[src/pmcs_consts.vh]
// Constants for the power monitor conversion setup block
// Assumes a single 20 MHz clock and the host register port of pmcs_top
`ifndef PMCS_CONSTS_VH
`define PMCS_CONSTS_VH

`define PMCS_ADDR_DEV_SETUP   8'h00
`define PMCS_ADDR_CONV_SETUP  8'h01
`define PMCS_DEV_SETUP_RST    16'h0000
`define PMCS_CONV_SETUP_RST   16'hfb68

`define PMCS_BIT_SOFT_RST     15
`define PMCS_DLY_HI           13
`define PMCS_DLY_LO           6
`define PMCS_BIT_SPAN         4
`define PMCS_MODE_HI          15
`define PMCS_MODE_CONT        15
`define PMCS_MODE_EN_HI       14
`define PMCS_MODE_EN_LO       12
`define PMCS_BUS_CT_HI        11
`define PMCS_BUS_CT_LO        9
`define PMCS_SH_CT_HI         8
`define PMCS_SH_CT_LO         6
`define PMCS_TMP_CT_HI        5
`define PMCS_TMP_CT_LO        3
`define PMCS_AVG_HI           2
`define PMCS_AVG_LO           0

`define PMCS_CLK_PERIOD_NS    50
`define PMCS_DLY_STEP_US      2000
`define PMCS_CT0_US           50
`define PMCS_CT1_US           84
`define PMCS_CT2_US           150
`define PMCS_CT3_US           280
`define PMCS_CT4_US           540
`define PMCS_CT5_US           1052
`define PMCS_CT6_US           2074
`define PMCS_CT7_US           4120

`define PMCS_AVG_SH0          4'h0
`define PMCS_AVG_SH1          4'h2
`define PMCS_AVG_SH2          4'h4
`define PMCS_AVG_SH3          4'h6
`define PMCS_AVG_SH4          4'h7
`define PMCS_AVG_SH5          4'h8
`define PMCS_AVG_SH6          4'h9
`define PMCS_AVG_SH7          4'ha

`define PMCS_CH_BUS           2'h0
`define PMCS_CH_SHUNT         2'h1
`define PMCS_CH_TEMP          2'h2
`define PMCS_TMR_W            24
`define PMCS_ACC_W            26

`endif

[src/pmcs_cycle_timer.v]
// Down-counting cycle timer used for delay steps and conversions
// Assumes loaded counts of at least one; done pulses when the count expires
`include "pmcs_consts.vh"

module pmcs_cycle_timer (
    input  wire                    i_clock,
    input  wire                    i_rst_n,
    input  wire                    i_clear,
    input  wire                    i_load,
    input  wire [`PMCS_TMR_W-1:0]  i_count,
    output wire                    o_done
);

    reg [`PMCS_TMR_W-1:0] count;

    // Done while the last remaining cycle is counted
    assign o_done = (count == {{(`PMCS_TMR_W-1){1'b0}}, 1'b1});

    always @(posedge i_clock or negedge i_rst_n)
    begin
        if (!i_rst_n)
            count <= {`PMCS_TMR_W{1'b0}};
        else if (i_clear)
            count <= {`PMCS_TMR_W{1'b0}};
        else if (i_load)
            count <= i_count;
        else if (count != {`PMCS_TMR_W{1'b0}})
            count <= count - {{(`PMCS_TMR_W-1){1'b0}}, 1'b1};
    end

endmodule // pmcs_cycle_timer

[src/pmcs_top.v]
// Setup registers and conversion sequencer of the power monitor
// Assumes the host port and converter sample are on the same clock
`include "pmcs_consts.vh"

module pmcs_top #(
    parameter CYCLES_PER_US   = 1000 / `PMCS_CLK_PERIOD_NS,
    parameter DLY_STEP_CYCLES = `PMCS_DLY_STEP_US * (1000 / `PMCS_CLK_PERIOD_NS)
) (
    input  wire        i_clock,
    input  wire        i_rst_n,
    input  wire        i_reg_wr,
    input  wire [7:0]  i_reg_addr,
    input  wire [15:0] i_reg_wdata,
    input  wire [15:0] i_adc_sample,
    output reg  [15:0] o_reg_rdata,
    output reg         o_shunt_span_sel,
    output reg         o_conv_start,
    output reg         o_conv_active,
    output reg  [1:0]  o_conv_chan,
    output reg         o_result_update,
    output wire [15:0] o_bus_volt_result,
    output wire [15:0] o_shunt_volt_result,
    output wire [15:0] o_temp_result
);

    localparam ST_IDLE  = 2'h0;
    localparam ST_DELAY = 2'h1;
    localparam ST_CONV  = 2'h2;

    reg        soft_rst;
    reg [7:0]  start_delay_steps;
    reg [15:0] conv_setup;
    reg        start_req;
    reg        abort;
    reg [1:0]  state;
    reg [7:0]  steps_left;
    reg [10:0] samp_cnt;
    reg        tmr_load;
    reg [`PMCS_TMR_W-1:0] tmr_count;
    reg [`PMCS_ACC_W-1:0] acc [0:2];
    reg [15:0] res [0:2];
    wire       tmr_done;

    wire [15:0] dev_rst_val = `PMCS_DEV_SETUP_RST;
    wire       wr_dev  = i_reg_wr && (i_reg_addr == `PMCS_ADDR_DEV_SETUP);
    wire       wr_conv = i_reg_wr && (i_reg_addr == `PMCS_ADDR_CONV_SETUP);

    // Mode decode: top bit continuous, low bits channel enables
    wire       mode_cont = conv_setup[`PMCS_MODE_CONT];
    wire [2:0] chan_en   = conv_setup[`PMCS_MODE_EN_HI:`PMCS_MODE_EN_LO];
    wire       shutdown  = (chan_en == 3'h0);

    function [31:0] ct_us;
        input [2:0] code;
        begin
            case (code)
                3'h0:    ct_us = `PMCS_CT0_US;
                3'h1:    ct_us = `PMCS_CT1_US;
                3'h2:    ct_us = `PMCS_CT2_US;
                3'h3:    ct_us = `PMCS_CT3_US;
                3'h4:    ct_us = `PMCS_CT4_US;
                3'h5:    ct_us = `PMCS_CT5_US;
                3'h6:    ct_us = `PMCS_CT6_US;
                default: ct_us = `PMCS_CT7_US;
            endcase
        end
    endfunction

    function [3:0] avg_shift;
        input [2:0] code;
        begin
            case (code)
                3'h0:    avg_shift = `PMCS_AVG_SH0;
                3'h1:    avg_shift = `PMCS_AVG_SH1;
                3'h2:    avg_shift = `PMCS_AVG_SH2;
                3'h3:    avg_shift = `PMCS_AVG_SH3;
                3'h4:    avg_shift = `PMCS_AVG_SH4;
                3'h5:    avg_shift = `PMCS_AVG_SH5;
                3'h6:    avg_shift = `PMCS_AVG_SH6;
                default: avg_shift = `PMCS_AVG_SH7;
            endcase
        end
    endfunction

    // Channel order bus, shunt, temperature
    wire [1:0] first_chan = chan_en[0] ? `PMCS_CH_BUS :
                            chan_en[1] ? `PMCS_CH_SHUNT : `PMCS_CH_TEMP;
    reg  [1:0] next_chan;
    reg        last_chan;
    always @*
    begin
        next_chan = `PMCS_CH_TEMP;
        last_chan = 1'b1;
        if (o_conv_chan == `PMCS_CH_BUS && chan_en[1])
        begin
            next_chan = `PMCS_CH_SHUNT;
            last_chan = 1'b0;
        end
        else if (o_conv_chan != `PMCS_CH_TEMP && chan_en[2])
        begin
            next_chan = `PMCS_CH_TEMP;
            last_chan = 1'b0;
        end
    end

    reg [2:0] ct_sel;
    always @*
    begin
        case (next_chan)
            `PMCS_CH_BUS:   ct_sel = conv_setup[`PMCS_BUS_CT_HI:`PMCS_BUS_CT_LO];
            `PMCS_CH_SHUNT: ct_sel = conv_setup[`PMCS_SH_CT_HI:`PMCS_SH_CT_LO];
            default:        ct_sel = conv_setup[`PMCS_TMP_CT_HI:`PMCS_TMP_CT_LO];
        endcase
    end
    reg [2:0] ct_first;
    always @*
    begin
        case (first_chan)
            `PMCS_CH_BUS:   ct_first = conv_setup[`PMCS_BUS_CT_HI:`PMCS_BUS_CT_LO];
            `PMCS_CH_SHUNT: ct_first = conv_setup[`PMCS_SH_CT_HI:`PMCS_SH_CT_LO];
            default:        ct_first = conv_setup[`PMCS_TMP_CT_HI:`PMCS_TMP_CT_LO];
        endcase
    end

    wire [31:0] next_cyc  = ct_us(ct_sel) * CYCLES_PER_US - 1;
    wire [31:0] first_cyc = ct_us(ct_first) * CYCLES_PER_US - 1;
    wire [31:0] step_cyc  = DLY_STEP_CYCLES - 1;
    wire [3:0]  sh        = avg_shift(conv_setup[`PMCS_AVG_HI:`PMCS_AVG_LO]);
    wire [10:0] avg_last  = (11'h001 << sh) - 11'h001;
    wire        take      = (state == ST_CONV) && tmr_done;
    wire        run_done  = take && last_chan && (samp_cnt == avg_last);

    // Host registers; a soft reset returns both to defaults next cycle
    always @(posedge i_clock or negedge i_rst_n)
    begin
        if (!i_rst_n)
        begin
            soft_rst          <= 1'b0;
            start_delay_steps <= 8'h00;
            o_shunt_span_sel  <= 1'b0;
            conv_setup        <= `PMCS_CONV_SETUP_RST;
            abort             <= 1'b0;
            o_reg_rdata       <= 16'h0000;
        end
        else if (soft_rst)
        begin
            soft_rst          <= 1'b0;
            start_delay_steps <= dev_rst_val[`PMCS_DLY_HI:`PMCS_DLY_LO];
            o_shunt_span_sel  <= 1'b0;
            conv_setup        <= `PMCS_CONV_SETUP_RST;
            abort             <= 1'b0;
            o_reg_rdata       <= 16'h0000;
        end
        else
        begin
            abort <= wr_conv;
            if (wr_dev)
            begin
                soft_rst          <= i_reg_wdata[`PMCS_BIT_SOFT_RST];
                start_delay_steps <= i_reg_wdata[`PMCS_DLY_HI:`PMCS_DLY_LO];
                o_shunt_span_sel  <= i_reg_wdata[`PMCS_BIT_SPAN];
            end
            if (wr_conv)
                conv_setup <= i_reg_wdata;
            if (i_reg_addr == `PMCS_ADDR_DEV_SETUP)
            begin
                o_reg_rdata <= 16'h0000;
                o_reg_rdata[`PMCS_DLY_HI:`PMCS_DLY_LO] <= start_delay_steps;
                o_reg_rdata[`PMCS_BIT_SPAN] <= o_shunt_span_sel;
            end
            else if (i_reg_addr == `PMCS_ADDR_CONV_SETUP)
                o_reg_rdata <= conv_setup;
            else
                o_reg_rdata <= 16'h0000;
        end
    end

    // Sequencer: start request, start delay, channel conversions
    always @(posedge i_clock or negedge i_rst_n)
    begin
        if (!i_rst_n)
        begin
            state           <= ST_IDLE;
            start_req       <= 1'b1;
            steps_left      <= 8'h00;
            samp_cnt        <= 11'h000;
            tmr_load        <= 1'b0;
            tmr_count       <= {`PMCS_TMR_W{1'b0}};
            o_conv_start    <= 1'b0;
            o_conv_active   <= 1'b0;
            o_conv_chan     <= `PMCS_CH_BUS;
            o_result_update <= 1'b0;
        end
        else if (soft_rst || abort)
        begin
            state           <= ST_IDLE;
            start_req       <= 1'b1;
            steps_left      <= 8'h00;
            samp_cnt        <= 11'h000;
            tmr_load        <= 1'b0;
            tmr_count       <= {`PMCS_TMR_W{1'b0}};
            o_conv_start    <= 1'b0;
            o_conv_active   <= 1'b0;
            o_conv_chan     <= `PMCS_CH_BUS;
            o_result_update <= 1'b0;
        end
        else
        begin
            tmr_load        <= 1'b0;
            o_conv_start    <= 1'b0;
            o_result_update <= run_done;
            case (state)
                ST_IDLE:
                begin
                    if (start_req && !shutdown)
                    begin
                        start_req <= 1'b0;
                        if (start_delay_steps != 8'h00)
                        begin
                            state      <= ST_DELAY;
                            steps_left <= start_delay_steps;
                            tmr_load   <= 1'b1;
                            tmr_count  <= step_cyc[`PMCS_TMR_W-1:0];
                        end
                        else
                        begin
                            state         <= ST_CONV;
                            o_conv_chan   <= first_chan;
                            o_conv_start  <= 1'b1;
                            o_conv_active <= 1'b1;
                            tmr_load      <= 1'b1;
                            tmr_count     <= first_cyc[`PMCS_TMR_W-1:0];
                        end
                    end
                end
                ST_DELAY:
                begin
                    if (tmr_done)
                    begin
                        steps_left <= steps_left - 8'h01;
                        tmr_load   <= 1'b1;
                        if (steps_left == 8'h01)
                        begin
                            state         <= ST_CONV;
                            o_conv_chan   <= first_chan;
                            o_conv_start  <= 1'b1;
                            o_conv_active <= 1'b1;
                            tmr_count     <= first_cyc[`PMCS_TMR_W-1:0];
                        end
                        else
                            tmr_count <= step_cyc[`PMCS_TMR_W-1:0];
                    end
                end
                ST_CONV:
                begin
                    if (take && !last_chan)
                    begin
                        o_conv_chan  <= next_chan;
                        o_conv_start <= 1'b1;
                        tmr_load     <= 1'b1;
                        tmr_count    <= next_cyc[`PMCS_TMR_W-1:0];
                    end
                    else if (take && (!run_done || mode_cont))
                    begin
                        samp_cnt     <= run_done ? 11'h000 : samp_cnt + 11'h001;
                        o_conv_chan  <= first_chan;
                        o_conv_start <= 1'b1;
                        tmr_load     <= 1'b1;
                        tmr_count    <= first_cyc[`PMCS_TMR_W-1:0];
                    end
                    else if (take)
                    begin
                        samp_cnt      <= 11'h000;
                        state         <= ST_IDLE;
                        o_conv_active <= 1'b0;
                    end
                end
                default:
                    state <= ST_IDLE;
            endcase
        end
    end

    // Per-channel sum of samples and published average
    genvar g;
    generate
        for (g = 0; g < 3; g = g + 1)
        begin : g_chan
            wire                   hit = take && (o_conv_chan == g);
            wire [`PMCS_ACC_W-1:0] sum = acc[g] + (hit ?
                {{(`PMCS_ACC_W-16){i_adc_sample[15]}}, i_adc_sample} :
                {`PMCS_ACC_W{1'b0}});
            wire [`PMCS_ACC_W-1:0] sample_count_sel = $signed(sum) >>> sh;
            always @(posedge i_clock or negedge i_rst_n)
            begin
                if (!i_rst_n)
                begin
                    acc[g] <= {`PMCS_ACC_W{1'b0}};
                    res[g] <= 16'h0000;
                end
                else if (soft_rst || abort)
                begin
                    acc[g] <= {`PMCS_ACC_W{1'b0}};
                    res[g] <= soft_rst ? 16'h0000 : res[g];
                end
                else if (run_done)
                begin
                    acc[g] <= {`PMCS_ACC_W{1'b0}};
                    if (chan_en[g])
                        res[g] <= sample_count_sel[15:0];
                end
                else if (hit)
                    acc[g] <= sum;
            end
        end
    endgenerate

    assign o_bus_volt_result   = res[0];
    assign o_shunt_volt_result = res[1];
    assign o_temp_result       = res[2];

    pmcs_cycle_timer u_timer (
        .i_clock (i_clock),
        .i_rst_n (i_rst_n),
        .i_clear (soft_rst || abort),
        .i_load  (tmr_load),
        .i_count (tmr_count),
        .o_done  (tmr_done)
    );

endmodule // pmcs_top

[config.mk]
export PLATFORM = sky130hd
export DESIGN_NAME = pmcs_top
export DESIGN_NICKNAME = d
export VERILOG_FILES = /design/src/pmcs_cycle_timer.v /design/src/pmcs_top.v
export VERILOG_INCLUDE_DIRS = /design/src /design/src/src
export SDC_FILE = /design/constraint.sdc
export NUM_CORES = 1
export LEC_CHECK = 0
export BUFFER_PORTS_ARGS = -buffer_cell sky130_fd_sc_hd__buf_2
export CORE_MARGIN = 2
export CORE_UTILIZATION = 57
export CTS_CLUSTER_DIAMETER = 30
export DETAILED_ROUTE_END_ITERATION = 12
export MAX_ROUTING_LAYER = met4
export PLACE_DENSITY = 0.74
export SLEW_MARGIN = 20
export SYNTH_ARGS = -nofsm -noshare
export SYNTH_HDL_FRONTEND = slang
export SYNTH_SLANG_ARGS = --single-unit
export TNS_END_PERCENT = 1
[constraint.sdc]
create_clock -name i_clock -period 5.4 [get_ports i_clock]
set_clock_uncertainty 0.1 [all_clocks]
set_input_delay 0.27 -clock i_clock [delete_from_list [all_inputs] [get_ports i_clock]]
set_output_delay 0.27 -clock i_clock [all_outputs]
set_load 0.02 [all_outputs]
==> impl_metrics.json <==
{
  "fin_nets": 2787,
  "seqCellArea_mm2": 0.00610,
  "rsz0062_at_grt": "yes",
  "yosys_warnings": 0,
  "cp.required_ns": 5.77,
  "ys_ff_latch": 243,
  "instances_no_fill": 3135,
  "hold_ws_ns": 0.0565,
  "htreeDepth": 3,
  "fillerInstances": 2721,
  "power_mw": 8.49,
  "wl_met2_um": 33500,
  "coreArea_mm2": 0.0337,
  "async_reset_ff_share_pct": 100,
  "cts_tree": "done",
  "status": "completed",
  "grt_usage_pct": 41.1,
  "fin_util_pct": 70.5,
  "grt_max_degree": 123,
  "worst_hold_path_type": "in2async",
  "yosysSeqAreaShare_pct": 31.0,
  "drc": 0,
  "setup_tns_ns": 0,
  "synth_top_area_share_pct": 29.6,
  "synthCells": 2460,
  "drt_first_pass_iters": 7,
  "wl_met1_um": 28000,
  "synth_top_family_by_area": "compound AO/OA/AOI/OAI gates",
  "relSlewSlack_pct": 26.9,
  "syn_area_mm2": 0.0196,
  "place_ws_ns": 0.113,
  "grt_remaining_overflow": 0,
  "routed_via_density": 6.67,
  "arrival_ns": 5.66,
  "crit_slowest_cell": "or4_4",
  "dpl_cell_area_mm2": 0.0210,
  "hold_violations": 0,
  "multi_input_area_mm2": 0.0130,
  "placed_cells": 2983,
  "core.rowCount": 67,
  "die_h_um": 190,
  "grt_pass1_wl_um": 113000,
  "io_pins": 113,
  "synth_top_area_cell": "dfrtp_1",
  "path_cells": "or4_4 -> or2_4 -> or4_4 -> nor2_2 -> buf_12 -> and2_1 -> ha_1 -> a2111oi_0 -> o21ai_1 -> a21oi_2 -> xor2_1 -> mux4_2 -> nor2_1 -> a211oi_1 -> nor3_1 -> a22o_1",
  "path_max_fanout": 35,
  "tightest_slew_ns": 1.10,
  "drv_cap": 0,
  "synth_top_flop_cell": "dfrtp_1",
  "drv_slew": 0,
  "grt_antenna_before_repair": 6,
  "synth_xor_area_share_pct": 4.82,
  "path_common_cell": "or4_4",
  "cellLeakagePower_nw": 11.2,
  "routed-wl-met3_um": 6120,
  "vias": 20900,
  "start_util_pct": 58.3,
  "syn_area_per_cell_um2": 7.98,
  "p_per_area_mw_per_mm2": 357,
  "place_congestion": 1.03,
  "routed_wl_um": 72500,
  "synth_most_common_cell": "nand2_1",
  "cp-end-kind": "register",
  "synth-simple-area-share_pct": 22.5,
  "clock.fmax_mhz": 189,
  "synth_edf_count": 0,
  "die_w_um": 190,
  "synthMuxAreaShare_pct": 3.08,
  "clock_latency_ns": 0.60,
  "clk_pin_slew_worst_paths_ns": 0.05,
  "first_global_vias": 20300,
  "synth-compound-area-share_pct": 27.2,
  "syn_to_final_growth_pct": 21.0,
  "ant_nets": 0,
  "path_class": "reg2reg",
  "layout_setup_ws_ns": 0.102,
  "cts_made_buffers": 69,
  "synth.distinct_cells": 88,
  "fin_area_mm2": 0.0238,
  "synth_fa_ha_area_share_pct": 7.84,
  "min_period_over_period_pct": 98.1,
  "detailed_place_hpwl_um": 51200,
  "ys_top_cells_by_area": "dfrtp_1 30%, ha_1 7.3%, nand2_1 6.8%, a21oi_1 5.8%, nor2_1 5.0%",
  "drive_gt1_share_pct": 15.1,
  "startpoint_type": "register",
  "wire_per_inst_um": 23.1,
  "top_layer": "met4",
  "synthTopCellsByCount": "355 x nand2_1, 260 x nor2_1, 232 x dfrtp_1, 229 x a21oi_1, 151 x o21ai_0",
  "irDropWorstVdd_mv": 0.418,
  "cts_sinks": 243,
  "slowest_delay_ns": 0.61,
  "finalSetupViolations": 0,
  "first_iter_violations": 2340,
  "die_area_mm2": 0.0359,
  "max-clock-path-buffers": 3,
  "place.port_buffers": 112,
  "cts_root_buffer": "clkbuf_16",
  "fin_crit_ns": 5.30
}
-- flip-flops by register name, indices dropped and copies added, names as in the netlist, 16 cells and up --
register             count
acc                     78
conv_setup              16
o_bus_volt_result       16
o_reg_rdata             16
o_shunt_volt_result     16
o_temp_result           16
tmr_count               22
u_timer.count           24
-- final timing paths --
kind	slack [ns]	end	from	cells after the start
max	0.10	o_temp_result[7]$_DFFE_PN0P_	u_timer.count[20]$_DFFE_PN0P_	16
min	0.06	acc[6]$_DFFE_PN0P_	i_rst_n	2
max reg2reg	0.10	o_temp_result[7]$_DFFE_PN0P_	u_timer.count[20]$_DFFE_PN0P_	16
min reg2reg	0.36	start_req$_DFFE_PN1P_	start_req$_DFFE_PN1P_	2
max in group asynchronous	4.15	tmr_count[8]$_DFFE_PN0P_	i_rst_n	3
min in group i_clock	0.08	o_reg_rdata[14]$_DFF_PN0_	i_reg_addr[0]	2
-- kinds of logic after synthesis --
kind of cell,Yosys count
compound gates,812
xor+xnor,108
fa+ha+maj,120
buf+inv,171
flops,243
mux,53
other cells,2
simple gates,951
-- routing by layer --
layer / vias up / global-route usage [%]
li1: 9415 / -
met1: 10000 / 49.1
met2: 1155 / 64.9
met3: 307 / 7.43
met4: 0 / 25.0
met5: - / -
-- where the power goes --
| part | switching, mW | total (mW) | internal (mW) |
|---|---|---|---|
| Sequential | 0.210 | 2.22 | 2.01 |
| Combinational | 1.31 | 2.04 | 0.730 |
| Clock | 1.33 | 4.23 | 2.90 |
| Total | 2.85 | 8.49 | 5.64 |
-- area by class of cell --
type | count | area share, %
diodes | 6 | 0.0632
repair buffers | 219 | 6.25
clock inverters | 45 | 2.40
flip-flops and latches | 243 | 25.7
well taps | 448 | 2.36
multi-input cells | 2047 | 54.8
clock buffers | 83 | 7.82
inverters | 44 | 0.695
-- placed cells by master (no fill, tap or decap), types with 45 or more instances in the layout --
master	count
a211oi_1	50
a21o_1	51
a21oi_1	225
and2_1	71
buf_2	111
buf_4	85
clkbuf_16	69
dfrtp_1	231
ha_1	115
nand2_1	354
nor2_1	259
nor3_1	45
o21ai_0	147
xnor2_1	47
xor2_1	57
-- critical path: cells and delay by family (launching register included) --
family | cells | cell delay (ns)
simple gates | 7 | 1.94
compound gates | 5 | 1.38
xor+xnor | 1 | 0.45
flops | 1 | 0.41
mux | 1 | 0.37
fa+ha+maj | 1 | 0.28
buf+inv | 1 | 0.21
-- repair_timing --
| item | CTS | global route |
|---|---|---|
| hold buffers | 17 | 0 |
| buffers inserted | 0 | 0 |
| endpoints found under the hold margin | 147 | 0 |
| resized for setup | 0 | 25 |
| endpoints found under the setup margin | 0 | 46 |
(Power assumes the default switching activity.)
